[src/ckc_params.svh]
/*
 * Offsets, field positions, reset values, encodings and timing counts
 * of the clock controller register bank.
 * Assumes a 125 MHz system clock and byte addresses within one 4 KB page.
 */
`ifndef CKC_PARAMS_SVH
`define CKC_PARAMS_SVH

// ==========================================================
// Register offsets (byte addresses)
`define CKC_OFF_HF_START    12'h000
`define CKC_OFF_HF_STOP     12'h004
`define CKC_OFF_LF_START    12'h008
`define CKC_OFF_LF_STOP     12'h00C
`define CKC_OFF_CAL         12'h010
`define CKC_OFF_CT_START    12'h014
`define CKC_OFF_CT_STOP     12'h018
`define CKC_OFF_INT_SET     12'h304
`define CKC_OFF_INT_CLR     12'h308
`define CKC_OFF_HF_RUN      12'h408
`define CKC_OFF_HF_STATE    12'h40C
`define CKC_OFF_LF_RUN      12'h414
`define CKC_OFF_LF_STATE    12'h418
`define CKC_OFF_LF_COPY     12'h41C
`define CKC_OFF_LF_SELECT   12'h518
`define CKC_OFF_DEBOUNCE    12'h528
`define CKC_OFF_CT_IV       12'h538
`define CKC_OFF_TRACE       12'h55C
`define CKC_OFF_RC_MODE     12'h5B4
`define CKC_OFF_EVT_STATUS  12'h600

// ==========================================================
// Field positions
`define CKC_SRC_LSB         0
`define CKC_BYPASS_BIT      16
`define CKC_EXT_BIT         17
`define CKC_RUNNING_BIT     16
`define CKC_TR_SPEED_LSB    0
`define CKC_TR_MUX_LSB      16
`define CKC_EV_HF           0
`define CKC_EV_LF           1
`define CKC_EV_CAL          2
`define CKC_EV_CT_TO        3
`define CKC_EV_CT_START     4
`define CKC_EV_CT_STOP      5

// ==========================================================
// Encodings and reset values
`define CKC_SRC_RC          2'h0
`define CKC_SRC_XTAL        2'h1
`define CKC_SRC_SYNTH       2'h2
`define CKC_MUX_GPIO        2'h0
`define CKC_MUX_SERIAL      2'h1
`define CKC_MUX_PARALLEL    2'h2
`define CKC_RESP_OKAY       2'h0
`define CKC_RESP_SLVERR     2'h2
`define CKC_RST_INT_EN      6'h00
`define CKC_RST_DEBOUNCE    8'h10
`define CKC_RST_CT_IV       7'h10
`define CKC_RST_TR_SPEED    2'h0
`define CKC_RST_TR_MUX      2'h0

// ==========================================================
// Timing: all sequencer counts are in 1 us ticks
`define CKC_CLK_NS          8
`define CKC_TICK_NS         1000
`define CKC_TICK_CYC        8'((`CKC_TICK_NS) / (`CKC_CLK_NS))
`define CKC_HF_POWERUP_US   16'h0040
`define CKC_LF_START_US     16'h00FA
`define CKC_CAL_US          16'h0064
`define CKC_TR_HALF_BASE    8'h04

`endif

[src/ckc_pkg.sv]
/*
 * Types of the clock controller register bank.
 * Assumes nothing from ckc_params.svh; the state encodings are given here.
 */
package ckc_pkg;

    // ======================================================
    // Oscillator start sequencer states
    typedef enum logic [1:0] {
        CKC_OFF   = 2'b00,
        CKC_START = 2'b01,
        CKC_RUN   = 2'b10
    } ckc_osc_t;

    // ======================================================
    // Whole non-retained state of the bank
    typedef struct packed {
        logic        ack;
        logic [31:0] rdata;
        logic [1:0]  resp;
        logic [5:0]  irq_en;
        logic [5:0]  evt;
        ckc_osc_t    hf_st;
        logic        hf_trig;
        logic [15:0] hf_cnt;
        ckc_osc_t    lf_st;
        logic        lf_trig;
        logic [15:0] lf_cnt;
        logic [1:0]  lf_src;
        logic        lf_byp;
        logic        lf_ext;
        logic [1:0]  cp_src;
        logic        cp_byp;
        logic        cp_ext;
        logic        cal_busy;
        logic [15:0] cal_cnt;
        logic        ct_run;
        logic [6:0]  ct_cnt;
        logic [7:0]  debounce;
        logic        rc_ulp;
        logic        trc_clk;
    } ckc_st_t;

endpackage : ckc_pkg

[src/ckc_div.sv]
/*
 * Programmable divider: one-cycle pulse every period_in clock cycles.
 * Assumes period_in is at least 1 and changes only rarely.
 */
module ckc_div (
    input  wire logic       clk_in,
    input  wire logic       resetn_in,
    input  wire logic [7:0] period_in,
    output logic            tick_out
);
    logic [7:0] cnt_r;
    logic [7:0] cnt_nxt;

    always_comb begin
        if (cnt_r >= 8'(period_in - 8'h01)) begin
            cnt_nxt = 8'h00;
        end else begin
            cnt_nxt = 8'(cnt_r + 8'h01);
        end
    end

    always_ff @(posedge clk_in or negedge resetn_in) begin
        if (!resetn_in) begin
            cnt_r <= 8'h00;
        end else begin
            cnt_r <= cnt_nxt;
        end
    end

    // Pulse on wrap; a shortened period takes effect at once
    assign tick_out = (cnt_r >= 8'(period_in - 8'h01));

endmodule : ckc_div

[src/ckc_regbank.sv]
/*
 * Clock controller register bank: interrupt enables, start sequencers
 * for the fast and slow clocks, calibration and its timer, slow source
 * selection with snapshot, retained interval and trace port setup.
 * Assumes an Avalon-MM master on clk_in and separate power-on and debug
 * resets for the retained registers.
 */
// The implementer's own choice: the Avalon-MM register port.
// Operation
// - Writing one to enable-set bit enables that event; reads show enables
// - Writing one to enable-clear bit disables it; reads show enables
// - Six enables in fixed order, all disabled after reset
// - Read-only source snapshot captures select register on slow start
// - Source encoding: 0 RC, 1 crystal, 2 synthesized; same in snapshot
// - Bypass bit one means rail-to-rail external clock, zero means off
// - External bit uses external slow signal; software sets crystal source
// - Fast started event after power-up plus programmed debounce time
// - Read-only status shows fast start task was triggered
// - Read-only status shows slow start task was triggered
// - Calibration interval register survives ordinary resets
// - Trace speed 0..3 selects 32..4 MHz; pin gives half of it
// - Trace routing: 0 none, 1 serial output only, 2 clock plus data
// - Trace config retained, reset only by the debug reset
// - Mode register picks normal or ultra-low-power slow RC oscillator
`include "ckc_params.svh"

module ckc_regbank (
    input  wire logic        clk_in,
    input  wire logic        resetn_in,
    input  wire logic        por_resetn_in,
    input  wire logic        dbg_resetn_in,
    input  wire logic [11:0] address_in,
    input  wire logic        read_in,
    input  wire logic        write_in,
    input  wire logic [31:0] writedata_in,
    input  wire logic [3:0]  byteenable_in,
    output logic [31:0]      readdata_out,
    output logic [1:0]       response_out,
    output logic             waitrequest_out,
    output logic             irq_out,
    output logic             fast_clock_out,
    output logic             slow_clock_out,
    output logic [1:0]       slow_source_out,
    output logic             slow_bypass_out,
    output logic             slow_external_out,
    output logic             slow_ulp_out,
    output logic             trace_clock_pin_out,
    output logic             trace_clock_oe_out,
    output logic             serial_wire_output_oe_out,
    output logic [3:0]       trace_data_pins_oe_out
);
    ckc_pkg::ckc_st_t s_r;
    ckc_pkg::ckc_st_t s_nxt;
    logic [6:0]       ct_iv_r;
    logic [1:0]       tr_speed_r;
    logic [1:0]       tr_mux_r;
    logic             us_tick;
    logic             trc_tick;
    logic             acc;
    logic             wr;
    logic [31:0]      wd;
    logic [5:0]       new_evt;

    // ======================================================
    // Slow source field packing, shared by select and snapshot
    function automatic logic [31:0] lf_pack(input logic [1:0] src,
                                            input logic byp,
                                            input logic ext);
        logic [31:0] v;
        v = 32'h0000_0000;
        v[`CKC_SRC_LSB +: 2] = src;
        v[`CKC_BYPASS_BIT] = byp;
        v[`CKC_EXT_BIT] = ext;
        return v;
    endfunction : lf_pack

    // ======================================================
    // Tick sources
    ckc_div u_us_div (
        .clk_in    (clk_in),
        .resetn_in (resetn_in),
        .period_in (`CKC_TICK_CYC),
        .tick_out  (us_tick)
    );

    // Half-period 4/8/16/32 cycles: nearest to 32..4 MHz at 125 MHz
    ckc_div u_trc_div (
        .clk_in    (clk_in),
        .resetn_in (resetn_in),
        .period_in (8'(`CKC_TR_HALF_BASE << tr_speed_r)),
        .tick_out  (trc_tick)
    );

    // ======================================================
    // Bus acceptance: one wait state, write lands at the accept edge
    assign waitrequest_out = (read_in | write_in) & ~s_r.ack;
    assign acc = (read_in | write_in) & s_r.ack;
    assign wr = write_in & acc;
    assign wd = writedata_in & {{8{byteenable_in[3]}},
                                {8{byteenable_in[2]}},
                                {8{byteenable_in[1]}},
                                {8{byteenable_in[0]}}};

    function automatic logic hit(input logic [11:0] off);
        return wr && (address_in == off) && wd[0];
    endfunction : hit

    // ======================================================
    // Next state
    always_comb begin
        s_nxt = s_r;
        new_evt = 6'h00;
        s_nxt.ack = (read_in | write_in) & ~s_r.ack;

        // Read data is prepared one edge before the accept edge
        if (read_in && !s_r.ack) begin
            s_nxt.resp = `CKC_RESP_OKAY;
            s_nxt.rdata = 32'h0000_0000;
            case (address_in)
                `CKC_OFF_HF_START, `CKC_OFF_HF_STOP, `CKC_OFF_LF_START,
                `CKC_OFF_LF_STOP, `CKC_OFF_CAL, `CKC_OFF_CT_START,
                `CKC_OFF_CT_STOP: s_nxt.rdata = 32'h0000_0000;
                `CKC_OFF_INT_SET,
                `CKC_OFF_INT_CLR: s_nxt.rdata[5:0] = s_r.irq_en;
                `CKC_OFF_EVT_STATUS: s_nxt.rdata[5:0] = s_r.evt;
                `CKC_OFF_HF_RUN: s_nxt.rdata[0] = s_r.hf_trig;
                `CKC_OFF_HF_STATE: begin
                    s_nxt.rdata[0] = 1'b1;
                    s_nxt.rdata[`CKC_RUNNING_BIT] =
                        (s_r.hf_st == ckc_pkg::CKC_RUN);
                end
                `CKC_OFF_LF_RUN: s_nxt.rdata[0] = s_r.lf_trig;
                `CKC_OFF_LF_STATE: begin
                    s_nxt.rdata = lf_pack(s_r.cp_src, 1'b0, 1'b0);
                    s_nxt.rdata[`CKC_RUNNING_BIT] =
                        (s_r.lf_st == ckc_pkg::CKC_RUN);
                end
                `CKC_OFF_LF_COPY:
                    s_nxt.rdata = lf_pack(s_r.cp_src, s_r.cp_byp,
                                          s_r.cp_ext);
                `CKC_OFF_LF_SELECT:
                    s_nxt.rdata = lf_pack(s_r.lf_src, s_r.lf_byp,
                                          s_r.lf_ext);
                `CKC_OFF_DEBOUNCE: s_nxt.rdata[7:0] = s_r.debounce;
                `CKC_OFF_CT_IV: s_nxt.rdata[6:0] = ct_iv_r;
                `CKC_OFF_TRACE: begin
                    s_nxt.rdata[`CKC_TR_SPEED_LSB +: 2] = tr_speed_r;
                    s_nxt.rdata[`CKC_TR_MUX_LSB +: 2] = tr_mux_r;
                end
                `CKC_OFF_RC_MODE: s_nxt.rdata[0] = s_r.rc_ulp;
                default: s_nxt.resp = `CKC_RESP_SLVERR;
            endcase
        end else if (write_in && !s_r.ack) begin
            s_nxt.rdata = 32'h0000_0000;
            s_nxt.resp = `CKC_RESP_OKAY;
            case (address_in)
                `CKC_OFF_HF_START, `CKC_OFF_HF_STOP, `CKC_OFF_LF_START,
                `CKC_OFF_LF_STOP, `CKC_OFF_CAL, `CKC_OFF_CT_START,
                `CKC_OFF_CT_STOP, `CKC_OFF_INT_SET, `CKC_OFF_INT_CLR,
                `CKC_OFF_EVT_STATUS, `CKC_OFF_LF_SELECT, `CKC_OFF_DEBOUNCE,
                `CKC_OFF_CT_IV, `CKC_OFF_TRACE, `CKC_OFF_RC_MODE,
                `CKC_OFF_HF_RUN, `CKC_OFF_HF_STATE, `CKC_OFF_LF_RUN,
                `CKC_OFF_LF_STATE, `CKC_OFF_LF_COPY: s_nxt.resp =
                    `CKC_RESP_OKAY;
                default: s_nxt.resp = `CKC_RESP_SLVERR;
            endcase
        end

        // Plain configuration writes; reserved bits are dropped
        if (wr) begin
            case (address_in)
                `CKC_OFF_INT_SET:
                    s_nxt.irq_en = s_r.irq_en | wd[5:0];
                `CKC_OFF_INT_CLR:
                    s_nxt.irq_en = s_r.irq_en & ~wd[5:0];
                `CKC_OFF_LF_SELECT: begin
                    // Unused code 3 is refused, old source kept
                    if (wd[`CKC_SRC_LSB +: 2] != 2'h3) begin
                        s_nxt.lf_src = wd[`CKC_SRC_LSB +: 2];
                    end
                    s_nxt.lf_byp = wd[`CKC_BYPASS_BIT];
                    s_nxt.lf_ext = wd[`CKC_EXT_BIT];
                end
                `CKC_OFF_DEBOUNCE: s_nxt.debounce = wd[7:0];
                `CKC_OFF_RC_MODE: s_nxt.rc_ulp = wd[0];
                default: s_nxt.debounce = s_nxt.debounce;
            endcase
        end

        // Fast clock sequencer
        case (s_r.hf_st)
            ckc_pkg::CKC_OFF: begin
                if (hit(`CKC_OFF_HF_START)) begin
                    s_nxt.hf_st = ckc_pkg::CKC_START;
                    s_nxt.hf_cnt = 16'(`CKC_HF_POWERUP_US
                                       + {8'h00, s_r.debounce});
                end
            end
            ckc_pkg::CKC_START: begin
                if (us_tick) begin
                    if (s_r.hf_cnt == 16'h0000) begin
                        s_nxt.hf_st = ckc_pkg::CKC_RUN;
                        new_evt[`CKC_EV_HF] = 1'b1;
                    end else begin
                        s_nxt.hf_cnt = 16'(s_r.hf_cnt - 16'h0001);
                    end
                end
            end
            ckc_pkg::CKC_RUN: s_nxt.hf_st = ckc_pkg::CKC_RUN;
            default: s_nxt.hf_st = ckc_pkg::CKC_OFF;
        endcase
        if (hit(`CKC_OFF_HF_START)) begin
            s_nxt.hf_trig = 1'b1;
        end
        if (hit(`CKC_OFF_HF_STOP)) begin
            s_nxt.hf_trig = 1'b0;
            s_nxt.hf_st = ckc_pkg::CKC_OFF;
        end

        // Slow clock sequencer
        case (s_r.lf_st)
            ckc_pkg::CKC_OFF: begin
                if (hit(`CKC_OFF_LF_START)) begin
                    s_nxt.lf_st = ckc_pkg::CKC_START;
                    s_nxt.lf_cnt = `CKC_LF_START_US;
                end
            end
            ckc_pkg::CKC_START: begin
                if (us_tick) begin
                    if (s_r.lf_cnt == 16'h0000) begin
                        s_nxt.lf_st = ckc_pkg::CKC_RUN;
                        new_evt[`CKC_EV_LF] = 1'b1;
                    end else begin
                        s_nxt.lf_cnt = 16'(s_r.lf_cnt - 16'h0001);
                    end
                end
            end
            ckc_pkg::CKC_RUN: s_nxt.lf_st = ckc_pkg::CKC_RUN;
            default: s_nxt.lf_st = ckc_pkg::CKC_OFF;
        endcase
        if (hit(`CKC_OFF_LF_START)) begin
            s_nxt.lf_trig = 1'b1;
            s_nxt.cp_src = s_r.lf_src;
            s_nxt.cp_byp = s_r.lf_byp;
            s_nxt.cp_ext = s_r.lf_ext;
        end
        if (hit(`CKC_OFF_LF_STOP)) begin
            s_nxt.lf_trig = 1'b0;
            s_nxt.lf_st = ckc_pkg::CKC_OFF;
        end

        // Calibration: one timed pass per task, needs no fast clock here
        if (hit(`CKC_OFF_CAL) && !s_r.cal_busy) begin
            s_nxt.cal_busy = 1'b1;
            s_nxt.cal_cnt = `CKC_CAL_US;
        end else if (s_r.cal_busy && us_tick) begin
            if (s_r.cal_cnt == 16'h0000) begin
                s_nxt.cal_busy = 1'b0;
                new_evt[`CKC_EV_CAL] = 1'b1;
            end else begin
                s_nxt.cal_cnt = 16'(s_r.cal_cnt - 16'h0001);
            end
        end

        // Calibration timer counts down from the retained interval
        if (hit(`CKC_OFF_CT_START)) begin
            new_evt[`CKC_EV_CT_START] = 1'b1;
            if (!s_r.ct_run) begin
                s_nxt.ct_run = 1'b1;
                s_nxt.ct_cnt = ct_iv_r;
            end
        end else if (hit(`CKC_OFF_CT_STOP)) begin
            new_evt[`CKC_EV_CT_STOP] = 1'b1;
            s_nxt.ct_run = 1'b0;
        end else if (s_r.ct_run && us_tick) begin
            if (s_r.ct_cnt == 7'h00) begin
                s_nxt.ct_run = 1'b0;
                new_evt[`CKC_EV_CT_TO] = 1'b1;
            end else begin
                s_nxt.ct_cnt = 7'(s_r.ct_cnt - 7'h01);
            end
        end

        // Sticky flags: a new event beats a one-write clear
        if (wr && address_in == `CKC_OFF_EVT_STATUS) begin
            s_nxt.evt = s_r.evt & ~wd[5:0];
        end
        s_nxt.evt = s_nxt.evt | new_evt;

        // Trace clock pin only toggles when routed
        if (tr_mux_r == `CKC_MUX_PARALLEL) begin
            s_nxt.trc_clk = s_r.trc_clk ^ trc_tick;
        end else begin
            s_nxt.trc_clk = 1'b0;
        end
    end

    always_ff @(posedge clk_in or negedge resetn_in) begin
        if (!resetn_in) begin
            s_r <= '{ack: 1'b0, rdata: 32'h0000_0000,
                     resp: `CKC_RESP_OKAY, irq_en: `CKC_RST_INT_EN,
                     evt: 6'h00, hf_st: ckc_pkg::CKC_OFF,
                     hf_trig: 1'b0, hf_cnt: 16'h0000,
                     lf_st: ckc_pkg::CKC_OFF, lf_trig: 1'b0,
                     lf_cnt: 16'h0000, lf_src: `CKC_SRC_RC,
                     lf_byp: 1'b0, lf_ext: 1'b0, cp_src: `CKC_SRC_RC,
                     cp_byp: 1'b0, cp_ext: 1'b0, cal_busy: 1'b0,
                     cal_cnt: 16'h0000, ct_run: 1'b0, ct_cnt: 7'h00,
                     debounce: `CKC_RST_DEBOUNCE, rc_ulp: 1'b0,
                     trc_clk: 1'b0};
        end else begin
            s_r <= s_nxt;
        end
    end

    // ======================================================
    // Retained registers on their own resets
    always_ff @(posedge clk_in or negedge por_resetn_in) begin
        if (!por_resetn_in) begin
            ct_iv_r <= `CKC_RST_CT_IV;
        end else if (wr && address_in == `CKC_OFF_CT_IV) begin
            ct_iv_r <= wd[6:0];
        end
    end

    always_ff @(posedge clk_in or negedge dbg_resetn_in) begin
        if (!dbg_resetn_in) begin
            tr_speed_r <= `CKC_RST_TR_SPEED;
            tr_mux_r <= `CKC_RST_TR_MUX;
        end else if (wr && address_in == `CKC_OFF_TRACE) begin
            tr_speed_r <= wd[`CKC_TR_SPEED_LSB +: 2];
            if (wd[`CKC_TR_MUX_LSB +: 2] != 2'h3) begin
                tr_mux_r <= wd[`CKC_TR_MUX_LSB +: 2];
            end
        end
    end

    // ======================================================
    // Outputs
    assign readdata_out = s_r.rdata;
    assign response_out = s_r.resp;
    assign irq_out = |(s_r.evt & s_r.irq_en);
    assign fast_clock_out = (s_r.hf_st == ckc_pkg::CKC_RUN);
    assign slow_clock_out = (s_r.lf_st == ckc_pkg::CKC_RUN);
    assign slow_source_out = s_r.cp_src;
    assign slow_bypass_out = s_r.cp_byp;
    // External only counts with crystal source selected
    assign slow_external_out = s_r.cp_ext
                               && (s_r.cp_src == `CKC_SRC_XTAL);
    assign slow_ulp_out = s_r.rc_ulp;
    assign trace_clock_pin_out = s_r.trc_clk;
    assign trace_clock_oe_out = (tr_mux_r == `CKC_MUX_PARALLEL);
    assign serial_wire_output_oe_out = (tr_mux_r == `CKC_MUX_SERIAL);
    assign trace_data_pins_oe_out = {4{tr_mux_r == `CKC_MUX_PARALLEL}};
endmodule : ckc_regbank

[config.mk]
export PLATFORM = sky130hd
export DESIGN_NAME = ckc_regbank
export DESIGN_NICKNAME = d
export VERILOG_FILES = /design/src/ckc_pkg.sv /design/src/ckc_div.sv /design/src/ckc_regbank.sv
export VERILOG_INCLUDE_DIRS = /design/src
export SDC_FILE = /design/constraint.sdc
export NUM_CORES = 1
export LEC_CHECK = 0
export ABC_AREA = 1
export BUFFER_PORTS_ARGS = -buffer_cell sky130_fd_sc_hd__buf_2
export CAP_MARGIN = 20
export CORE_MARGIN = 1
export CORE_UTILIZATION = 30
export CTS_CLUSTER_SIZE = 12
export DETAILED_ROUTE_END_ITERATION = 10
export PLACE_DENSITY = 0.44
export SKIP_CTS_REPAIR_TIMING = 1
export SLEW_MARGIN = 20
export SYNTH_ARGS = -nofsm -noshare
export SYNTH_HDL_FRONTEND = slang
export SYNTH_SLANG_ARGS = --single-unit
[constraint.sdc]
create_clock -name clk_in -period 4.2 [get_ports clk_in]
set_input_delay 0.21 -clock clk_in [delete_from_list [all_inputs] [get_ports clk_in]]
set_output_delay 0.21 -clock clk_in [all_outputs]
set_load 0.02 [all_outputs]
==> results of run 1 <==
## cell usage in the layout (no fill, tap or decap), types with 3 or more instances in the layout
| cell type | synthesis | layout |
|---|---|---|
| ha_1 | 21 | 21 |
| nor2_1 | 127 | 127 |
| nand3_1 | 79 | 79 |
| inv_1 | 114 | 114 |
| nand2_1 | 314 | 314 |
| nand4_1 | 19 | 19 |
| a21oi_1 | 21 | 21 |
| buf_4 | 45 | 7 |
| nor3b_1 | 5 | 5 |
| dlygate4sd3_1 | 0 | 3 |
| inv_6 | 0 | 3 |
| nor2_2 | 5 | 5 |
| a31oi_1 | 3 | 3 |
| o21ai_0 | 81 | 80 |
| o21ai_2 | 7 | 7 |
| or2_2 | 3 | 3 |
| nor3_1 | 19 | 19 |
| buf_2 | 4 | 55 |
| xor2_1 | 23 | 23 |
| nand2_2 | 9 | 9 |
| o22ai_1 | 3 | 3 |
| xnor2_1 | 5 | 5 |
| dfrtp_1 | 130 | 130 |
| o21ai_1 | 21 | 22 |
| inv_8 | 0 | 6 |
| inv_2 | 7 | 7 |
| conb_1 | 2 | 26 |
| nor2_4 | 7 | 7 |
| clkbuf_16 | 0 | 17 |
## cells by family (layout without fill, tap and decap cells)
kind of cell,after synthesis,count (layout)
AND/OR/NAND/NOR,597,597
adder cells (fa/ha/maj),21,21
multiplexers,3,3
XOR/XNOR,28,28
flip-flops,132,132
AO/OA/AOI/OAI,140,140
buffers and inverters,183,221
other,2,28
## sequential cells by signal (all words and copies together) (netlist names), 2 cells and up, named ones only
register / count
tr_speed_r: 2
u_trc_div.cnt_r: 8
s_r: 83
u_us_div.cnt_r: 8
readdata_out: 10
slow_source_out: 2
tr_mux_r: 2
ct_iv_r: 7
## layer usage
layer  share of wire, %  wire (um)  up-vias
met3                3.9        839       23
met2                 42       8900      130
met5                  0          0        -
li1                   -          -     3583
met1                 52      11200     3193
met4                1.9        414        0
## stage by stage
step | setup slack, ns | hold slack, ns | cell area, sq um | std cells
floorplan | 2.54 | -0.0856 | 8160 | 1130
global placement | 1.69 | 0.0237 | 8500 | 1468
detailed placement | 1.68 | 0.0294 | 8500 | 1468
CTS | 1.78 | -0.431 | 9110 | 1500
global route | 1.57 | 0.0572 | 9140 | 1504
finish | 1.84 | 0.0577 | 9140 | 1505
## where the power goes
group | switching (uW) | total (uW) | internal (uW)
Clock | 669 | 1580 | 906
Combinational | 427 | 608 | 181
Sequential | 65.7 | 1400 | 1340
## cell type report
type,count,share of cell area [%]
diodes,2,0.0547
clock buffers,17,4.65
clock inverters,15,2.04
inverters,123,5.08
multi-input cells,815,43.4
flip-flops and latches,132,36.2
well taps,335,4.58
repair buffers,66,4.04
## worst register-to-register path, stage by stage, from the launching register on
cell     delay [ns]
dfrtp_1        0.36
nand2_2        0.20
nor2_4         0.44
inv_1          0.19
o21ai_2        0.21
nand2_1        0.28
buf_4          0.29
inv_2          0.16
o21ai_0        0.11
## final timing paths
check | from | end | cells after the start
hold reg to reg | u_trc_div.cnt_r[0] | u_trc_div.cnt_r[0] | 1
setup / recovery | s_r[127] | s_r[62] | 8
max in group asynchronous | resetn_in | s_r[6] | 3
hold / removal | writedata_in[7] | s_r[9] | 3
min in group asynchronous | dbg_resetn_in | tr_speed_r[1] | 2
setup reg to reg | s_r[127] | s_r[62] | 8
==> impl_metrics.tcl, run 1 <==
set metrics [dict create \
    firstDrtPassIters 7 \
    vias 6929 \
    period_share_pct 56.3 \
    clock_latency_ns 0.42 \
    hold_class "in -> reg" \
    final_antenna_net_count 0 \
    relSlewSlack_pct 49.8 \
    crit_chain "nand2_2, nor2_4, inv_1, o21ai_2, nand2_1, buf_4, inv_2, o21ai_0" \
    vdd.ir_drop.worst_mv 0.229 \
    synth_top_area_share_pct 40.3 \
    finalCriticalPeriod_ns 2.36 \
    worstPathMaxFanout 14 \
    start_util_pct 30.8 \
    grt_use_met2_pct 23.4 \
    syn_inst 1106 \
    setup_viol 0 \
    portBuffers 56 \
    synthMuxAreaShare_pct 0.388 \
    die_area_sq_um 27600 \
    grt_usage_pct 16.2 \
    cp.required_ns 4.50 \
    grt_use_met1_pct 23.6 \
    rsz0062_at_grt "false" \
    max_freq_mhz 423 \
    synth_top_family_by_area "simple AND/OR/NAND/NOR gates" \
    drc_errors 10 \
    crit_type "reg -> reg" \
    synth_commonest_cells "nand2_1 (314), dfrtp_1 (130), nor2_1 (127)" \
    wl_per_cell_um 14.2 \
    grt_pass1_vias 6587 \
    routabilityCongestion 0.844 \
    yosysMostFrequentCell "nand2_1" \
    cap_violations 0 \
    io_pins 104 \
    p_total_uw 3590 \
    cts_sinks 132 \
    grt_first_pass_wirelength_um 35300 \
    hold_viol 0 \
    fillCellCount 2754 \
    h-tree-depth 4 \
    leakage_uw 0.00451 \
    met3_usage_pct 3.17 \
    critPathMaxStageDelay_ns 0.43 \
    die_h_um 166 \
    viasPerCell 4.60 \
    multi_input_area_sq_um 3970 \
    post-route-util_pct 34.9 \
    drtIter0Drc 400 \
    clockRootBuffer "clkbuf_16" \
    violations "DRC" \
    drive_gt1_share_pct 12.2 \
    wl_um 21400 \
    yosys.area.top_type "dfrtp_1" \
    core_area_sq_um 26200 \
    fin_skew_ns 0.0111 \
    cts_max_path_buffers 2 \
    die_w_um 166 \
    crit_arrival_ns 2.66 \
    syn_area_sq_um 8070 \
    fin_nets 1230 \
    slew_viol_final 0 \
    crit_family "simple AND/OR/NAND/NOR gates" \
    cp_num_buf_inv 3 \
    synth_edf_count 0 \
    syn_to_final_growth_pct 13.3 \
    netlist-cell-type-count 44 \
    status "finished, violations left" \
    start_kind "flop" \
    yosys_warnings 0 \
    synthXorXnorAreaFrac_pct 3.04 \
    grt_max_degree 76 \
    synth_compound_area_share_pct 9.30 \
    yosysSeqAreaShare_pct 41.0 \
    antenna_found_initial 2 \
    rows 59 \
    cp-end-kind "flop" \
    ys_ff_latch 132 \
    r2r_slack_ns 1.84 \
    synthAdderAreaFrac_pct 3.26 \
    cp_slowest_cell "nor2_4" \
    dp_hpwl_um 16200 \
    tightest_slew_ns 0.753 \
    syn_avg_cell_area_sq_um 7.30 \
    setup-tns-final_ns 0 \
    grt.busiest_layer "met1" \
    tritoncts "yes" \
    ys.flop_type "dfrtp_1" \
    numCtsBuffers 17 \
    async_flop_share_pct 100 \
    clk_pin_slew_ns 0.07 \
    yosys.area_share.simple_pct 32.0 \
    seqCellArea_sq_um 3310 \
    yosys-top-cells-area "dfrtp_1 (40%), nand2_1 (15%), nor2_1 (5.9%), inv_1 (5.3%), o21ai_0 (5.0%)" \
    power_density_nw_per_um2 392 \
    grt_overflow 0 \
]
Note: power is estimated with default switching activity, not from simulation.
==> inputs of run 2 (changes only) <==
--- a/config.mk
+++ b/config.mk
@@ -6,14 +6,14 @@
 export SDC_FILE = /design/constraint.sdc
 export NUM_CORES = 1
 export LEC_CHECK = 0
-export ABC_AREA = 1
+export ABC_AREA = 0
 export BUFFER_PORTS_ARGS = -buffer_cell sky130_fd_sc_hd__buf_2
 export CAP_MARGIN = 20
 export CORE_MARGIN = 1
 export CORE_UTILIZATION = 30
 export CTS_CLUSTER_SIZE = 12
 export DETAILED_ROUTE_END_ITERATION = 10
-export PLACE_DENSITY = 0.44
+export PLACE_DENSITY = 0.46
 export SKIP_CTS_REPAIR_TIMING = 1
 export SLEW_MARGIN = 20
 export SYNTH_ARGS = -nofsm -noshare
==> constraint.sdc (replaced) <==
create_clock -name clk_in -period 2.05 [get_ports clk_in]
set_input_delay 0.1025 -clock clk_in [delete_from_list [all_inputs] [get_ports clk_in]]
set_output_delay 0.1025 -clock clk_in [all_outputs]
set_load 0.02 [all_outputs]
==> run 2 against run 1 <==
Compared with the run above: the run ends with hold timing, setup timing left; routed wire length grew 0.26%; clock power is 120% higher; hold slack worse by 0.097 ns; utilization increased by 4.8 points; global-route usage rose by 0.82 points; maximum frequency is 13% higher; power grew to 2.7 times the previous value; flip-flop and latch count stayed put; highest routed layer unchanged.
==> impl_metrics.tcl, run 2 <==
set metrics [dict create \
    clockRootBuffer "clkbuf_16" \
    final_antenna_net_count 0 \
    leakage_uw 0.00429 \
    fin_nets 1033 \
    cp.required_ns 2.36 \
    slew_viol_final 0 \
    r2r.worst_path.cells 8 \
    grt.busiest_layer "met2" \
    async_flop_share_pct 100 \
    yosys.area.top_type "dfrtp_1" \
    yosysMostFrequentCell "dfrtp_1" \
    p_sw_share_pct 33.1 \
    met3_usage_pct 3.26 \
    grt_first_pass_wirelength_um 34200 \
    clk_pin_slew_ns 0.06 \
    status "finished, violations left" \
    wl_per_cell_um 16.5 \
    syn_area_sq_um 7440 \
    r2r_slack_ns -0.04 \
    cap_violations 0 \
    grt_usage_pct 17.0 \
    hold_slack_ns -0.0391 \
    relSlewSlack_pct 58.9 \
    setup_slack_ns -0.0378 \
    die_w_um 159 \
    synth_compound_area_share_pct 13.3 \
    antenna_found_initial 0 \
    io_pins 104 \
    syn_to_final_growth_pct 29.9 \
    die_area_sq_um 25400 \
    fin_area_sq_um 9660 \
    syn_inst 810 \
    yosysSeqAreaShare_pct 44.4 \
    grt_max_degree 42 \
    power_density_nw_per_um2 1010 \
    grt_use_met1_pct 23.2 \
    whs_endpoint "tr_mux_r[0]" \
    clock_latency_ns 0.43 \
    synth_top_area_share_pct 43.7 \
    cp-end-kind "flop" \
    synthAdderAreaFrac_pct 3.53 \
    ys_ff_latch 132 \
    drive_gt1_share_pct 28.0 \
    pwr-share-comb_pct 31.3 \
    holdPathStages 4 \
    routabilityCongestion 0.799 \
    layout_common_cells "dfrtp_1 (129), buf_4 (103), nand2_1 (88)" \
    numCtsBuffers 17 \
    fin_skew_ns 0.00883 \
    synthMuxAreaShare_pct 3.33 \
    period_share_pct 102 \
    synth_commonest_cells "dfrtp_1 (130), nand2_1 (88), nor2_1 (83)" \
    cts_max_path_buffers 2 \
    synthXorXnorAreaFrac_pct 4.47 \
    largest_register_ffs 83 \
    viasPerCell 4.94 \
    grt_overflow 0 \
    syn_avg_cell_area_sq_um 9.18 \
    dp_hpwl_um 15700 \
    synth_top_family_by_area "simple AND/OR/NAND/NOR gates" \
    layout_commonest_cell "dfrtp_1" \
    setup_viol 3 \
    sequentialPowerShare_pct 33.4 \
    start_util_pct 30.6 \
    post_dp_cell_area_sq_um 8610 \
    regMostFlops "s_r" \
    drtIter0Drc 398 \
    clkPwrFrac_pct 35.4 \
    diodes 0 \
    hold_start "writedata_in[17]" \
    hold_class "in -> reg" \
    crit-reg2reg-launch "s_r[11]" \
    p_sw_uw 3240 \
    rows 57 \
    portBuffers 56 \
    die_h_um 159 \
    vias 6397 \
    yosys-top-cells-area "dfrtp_1 (44%), nand2_1 (4.4%), buf_4 (4.2%), nor2_1 (4.2%), o21ai_0 (3.8%)" \
    worstPathMaxFanout 3 \
    rr_endpoint "s_r[12]" \
    yosys.area_share.simple_pct 23.8 \
    synth_edf_count 0 \
    tightest_slew_ns 0.608 \
    firstDrtPassIters 7 \
    start_kind "flop" \
    yosys_warnings 0 \
    wl_um 21400 \
    setup-tns-final_ns -0.0726 \
    max_freq_mhz 479 \
    tritoncts "yes" \
    core_area_sq_um 24300 \
    rsz0062_at_grt "true" \
    ys.flop_type "dfrtp_1" \
    crit_type "reg -> reg" \
    hold_viol 5 \
    vdd.ir_drop.worst_mv 0.453 \
    violations "hold timing, setup timing" \
    finalCriticalPeriod_ns 2.09 \
    pre_cts_slack_ns -0.130 \
    p_int_uw 6540 \
    crit_arrival_ns 2.40 \
    drc_errors 0 \
    grt_pass1_vias 6233 \
    fillCellCount 2456 \
    h-tree-depth 4 \
    cts_sinks 132 \
    grt_use_met2_pct 26.7 \
    netlist-cell-type-count 70 \
    post-route-util_pct 39.7 \
]
==> run 2: cell count changes after synthesis, moves of 9 or more <==
| cell | change |
|---|---|
| a21oi_1 | +9 |
| or3_1 | +11 |
| xnor2_1 | +14 |
| nor4_1 | +16 |
| nor2_1 | -44 |
| nor3_1 | +15 |
| nand2_2 | -9 |
| clkbuf_1 | +13 |
| inv_1 | -88 |
| o21ai_1 | -14 |
| nand3_1 | -55 |
| mux2_2 | +13 |
| nand2_1 | -226 |
| o21ai_0 | -25 |
==> run 2: critical path: stages (launching register included) <==
cell and delay [ns]:
dfrtp_1 0.38, inv_2 0.08, ha_4 0.13, or3b_4 0.37
or4_4 0.44, o211a_4 0.18, and3_4 0.17, nor3_4 0.18
a211oi_2 0.05
==> run 2: power by group through the flow <==
stage               clock network (uW)  registers (uW)  logic [uW]
detailed placement                   0            3250        2620
finish                            3460            3260        3060
CTS                               3530            3220        2640
floorplan                            0            3210        1640
global placement                     0            3260        2620
global route                      3650            3300        3380
==> run 2: kinds of logic (layout without fill, tap and decap cells) <==
logic type | count (synthesis) | count (layout)
AOI/OAI and AO/OA | 154 | 154
adders and majority gates | 21 | 21
buffers and inverters | 94 | 231
xor gates and xnor gates | 38 | 38
muxes | 23 | 23
and+or+nand+nor | 346 | 346
other | 2 | 26
DFF | 132 | 132
==> run 2: worst max path at each step <==
| stage | depth (start not counted) | from | endpoint |
|---|---|---|---|
| final | 8 | s_r[11] | s_r[12] |
| after floorplan | 9 | s_r[10] | s_r[14] |
| after CTS | 8 | s_r[18] | s_r[24] |
| after global placement | 8 | s_r[18] | s_r[24] |
| after detailed placement | 8 | s_r[18] | s_r[24] |
| after global routing | 7 | s_r[11] | s_r[10] |
==> run 2: final cells by class <==
type | count | area [sq um] | share of cell area, %
clock buffers | 18 | 439 | 4.54
repair buffers | 173 | 1240 | 12.9
well taps | 324 | 405 | 4.20
clock inverters | 14 | 224 | 2.32
inverters | 26 | 97.6 | 1.01
flip-flops and latches | 132 | 3310 | 34.2
multi-input cells | 608 | 3950 | 40.9
==> run 2: metal layers <==
metal  vias up  wire length [um]
met3        29               759
met4         0               409
met5         -                 0
li1       3126                 -
met2       138              9970
met1      3104             10300
==> run 2: metrics by stage <==
stage | cells | power [uW]
after detailed placement | 1247 | 5880
final | 1295 | 9780
after global placement | 1247 | 5880
after CTS | 1279 | 9390
after global routing | 1295 | 10300
after floorplan | 834 | 4850
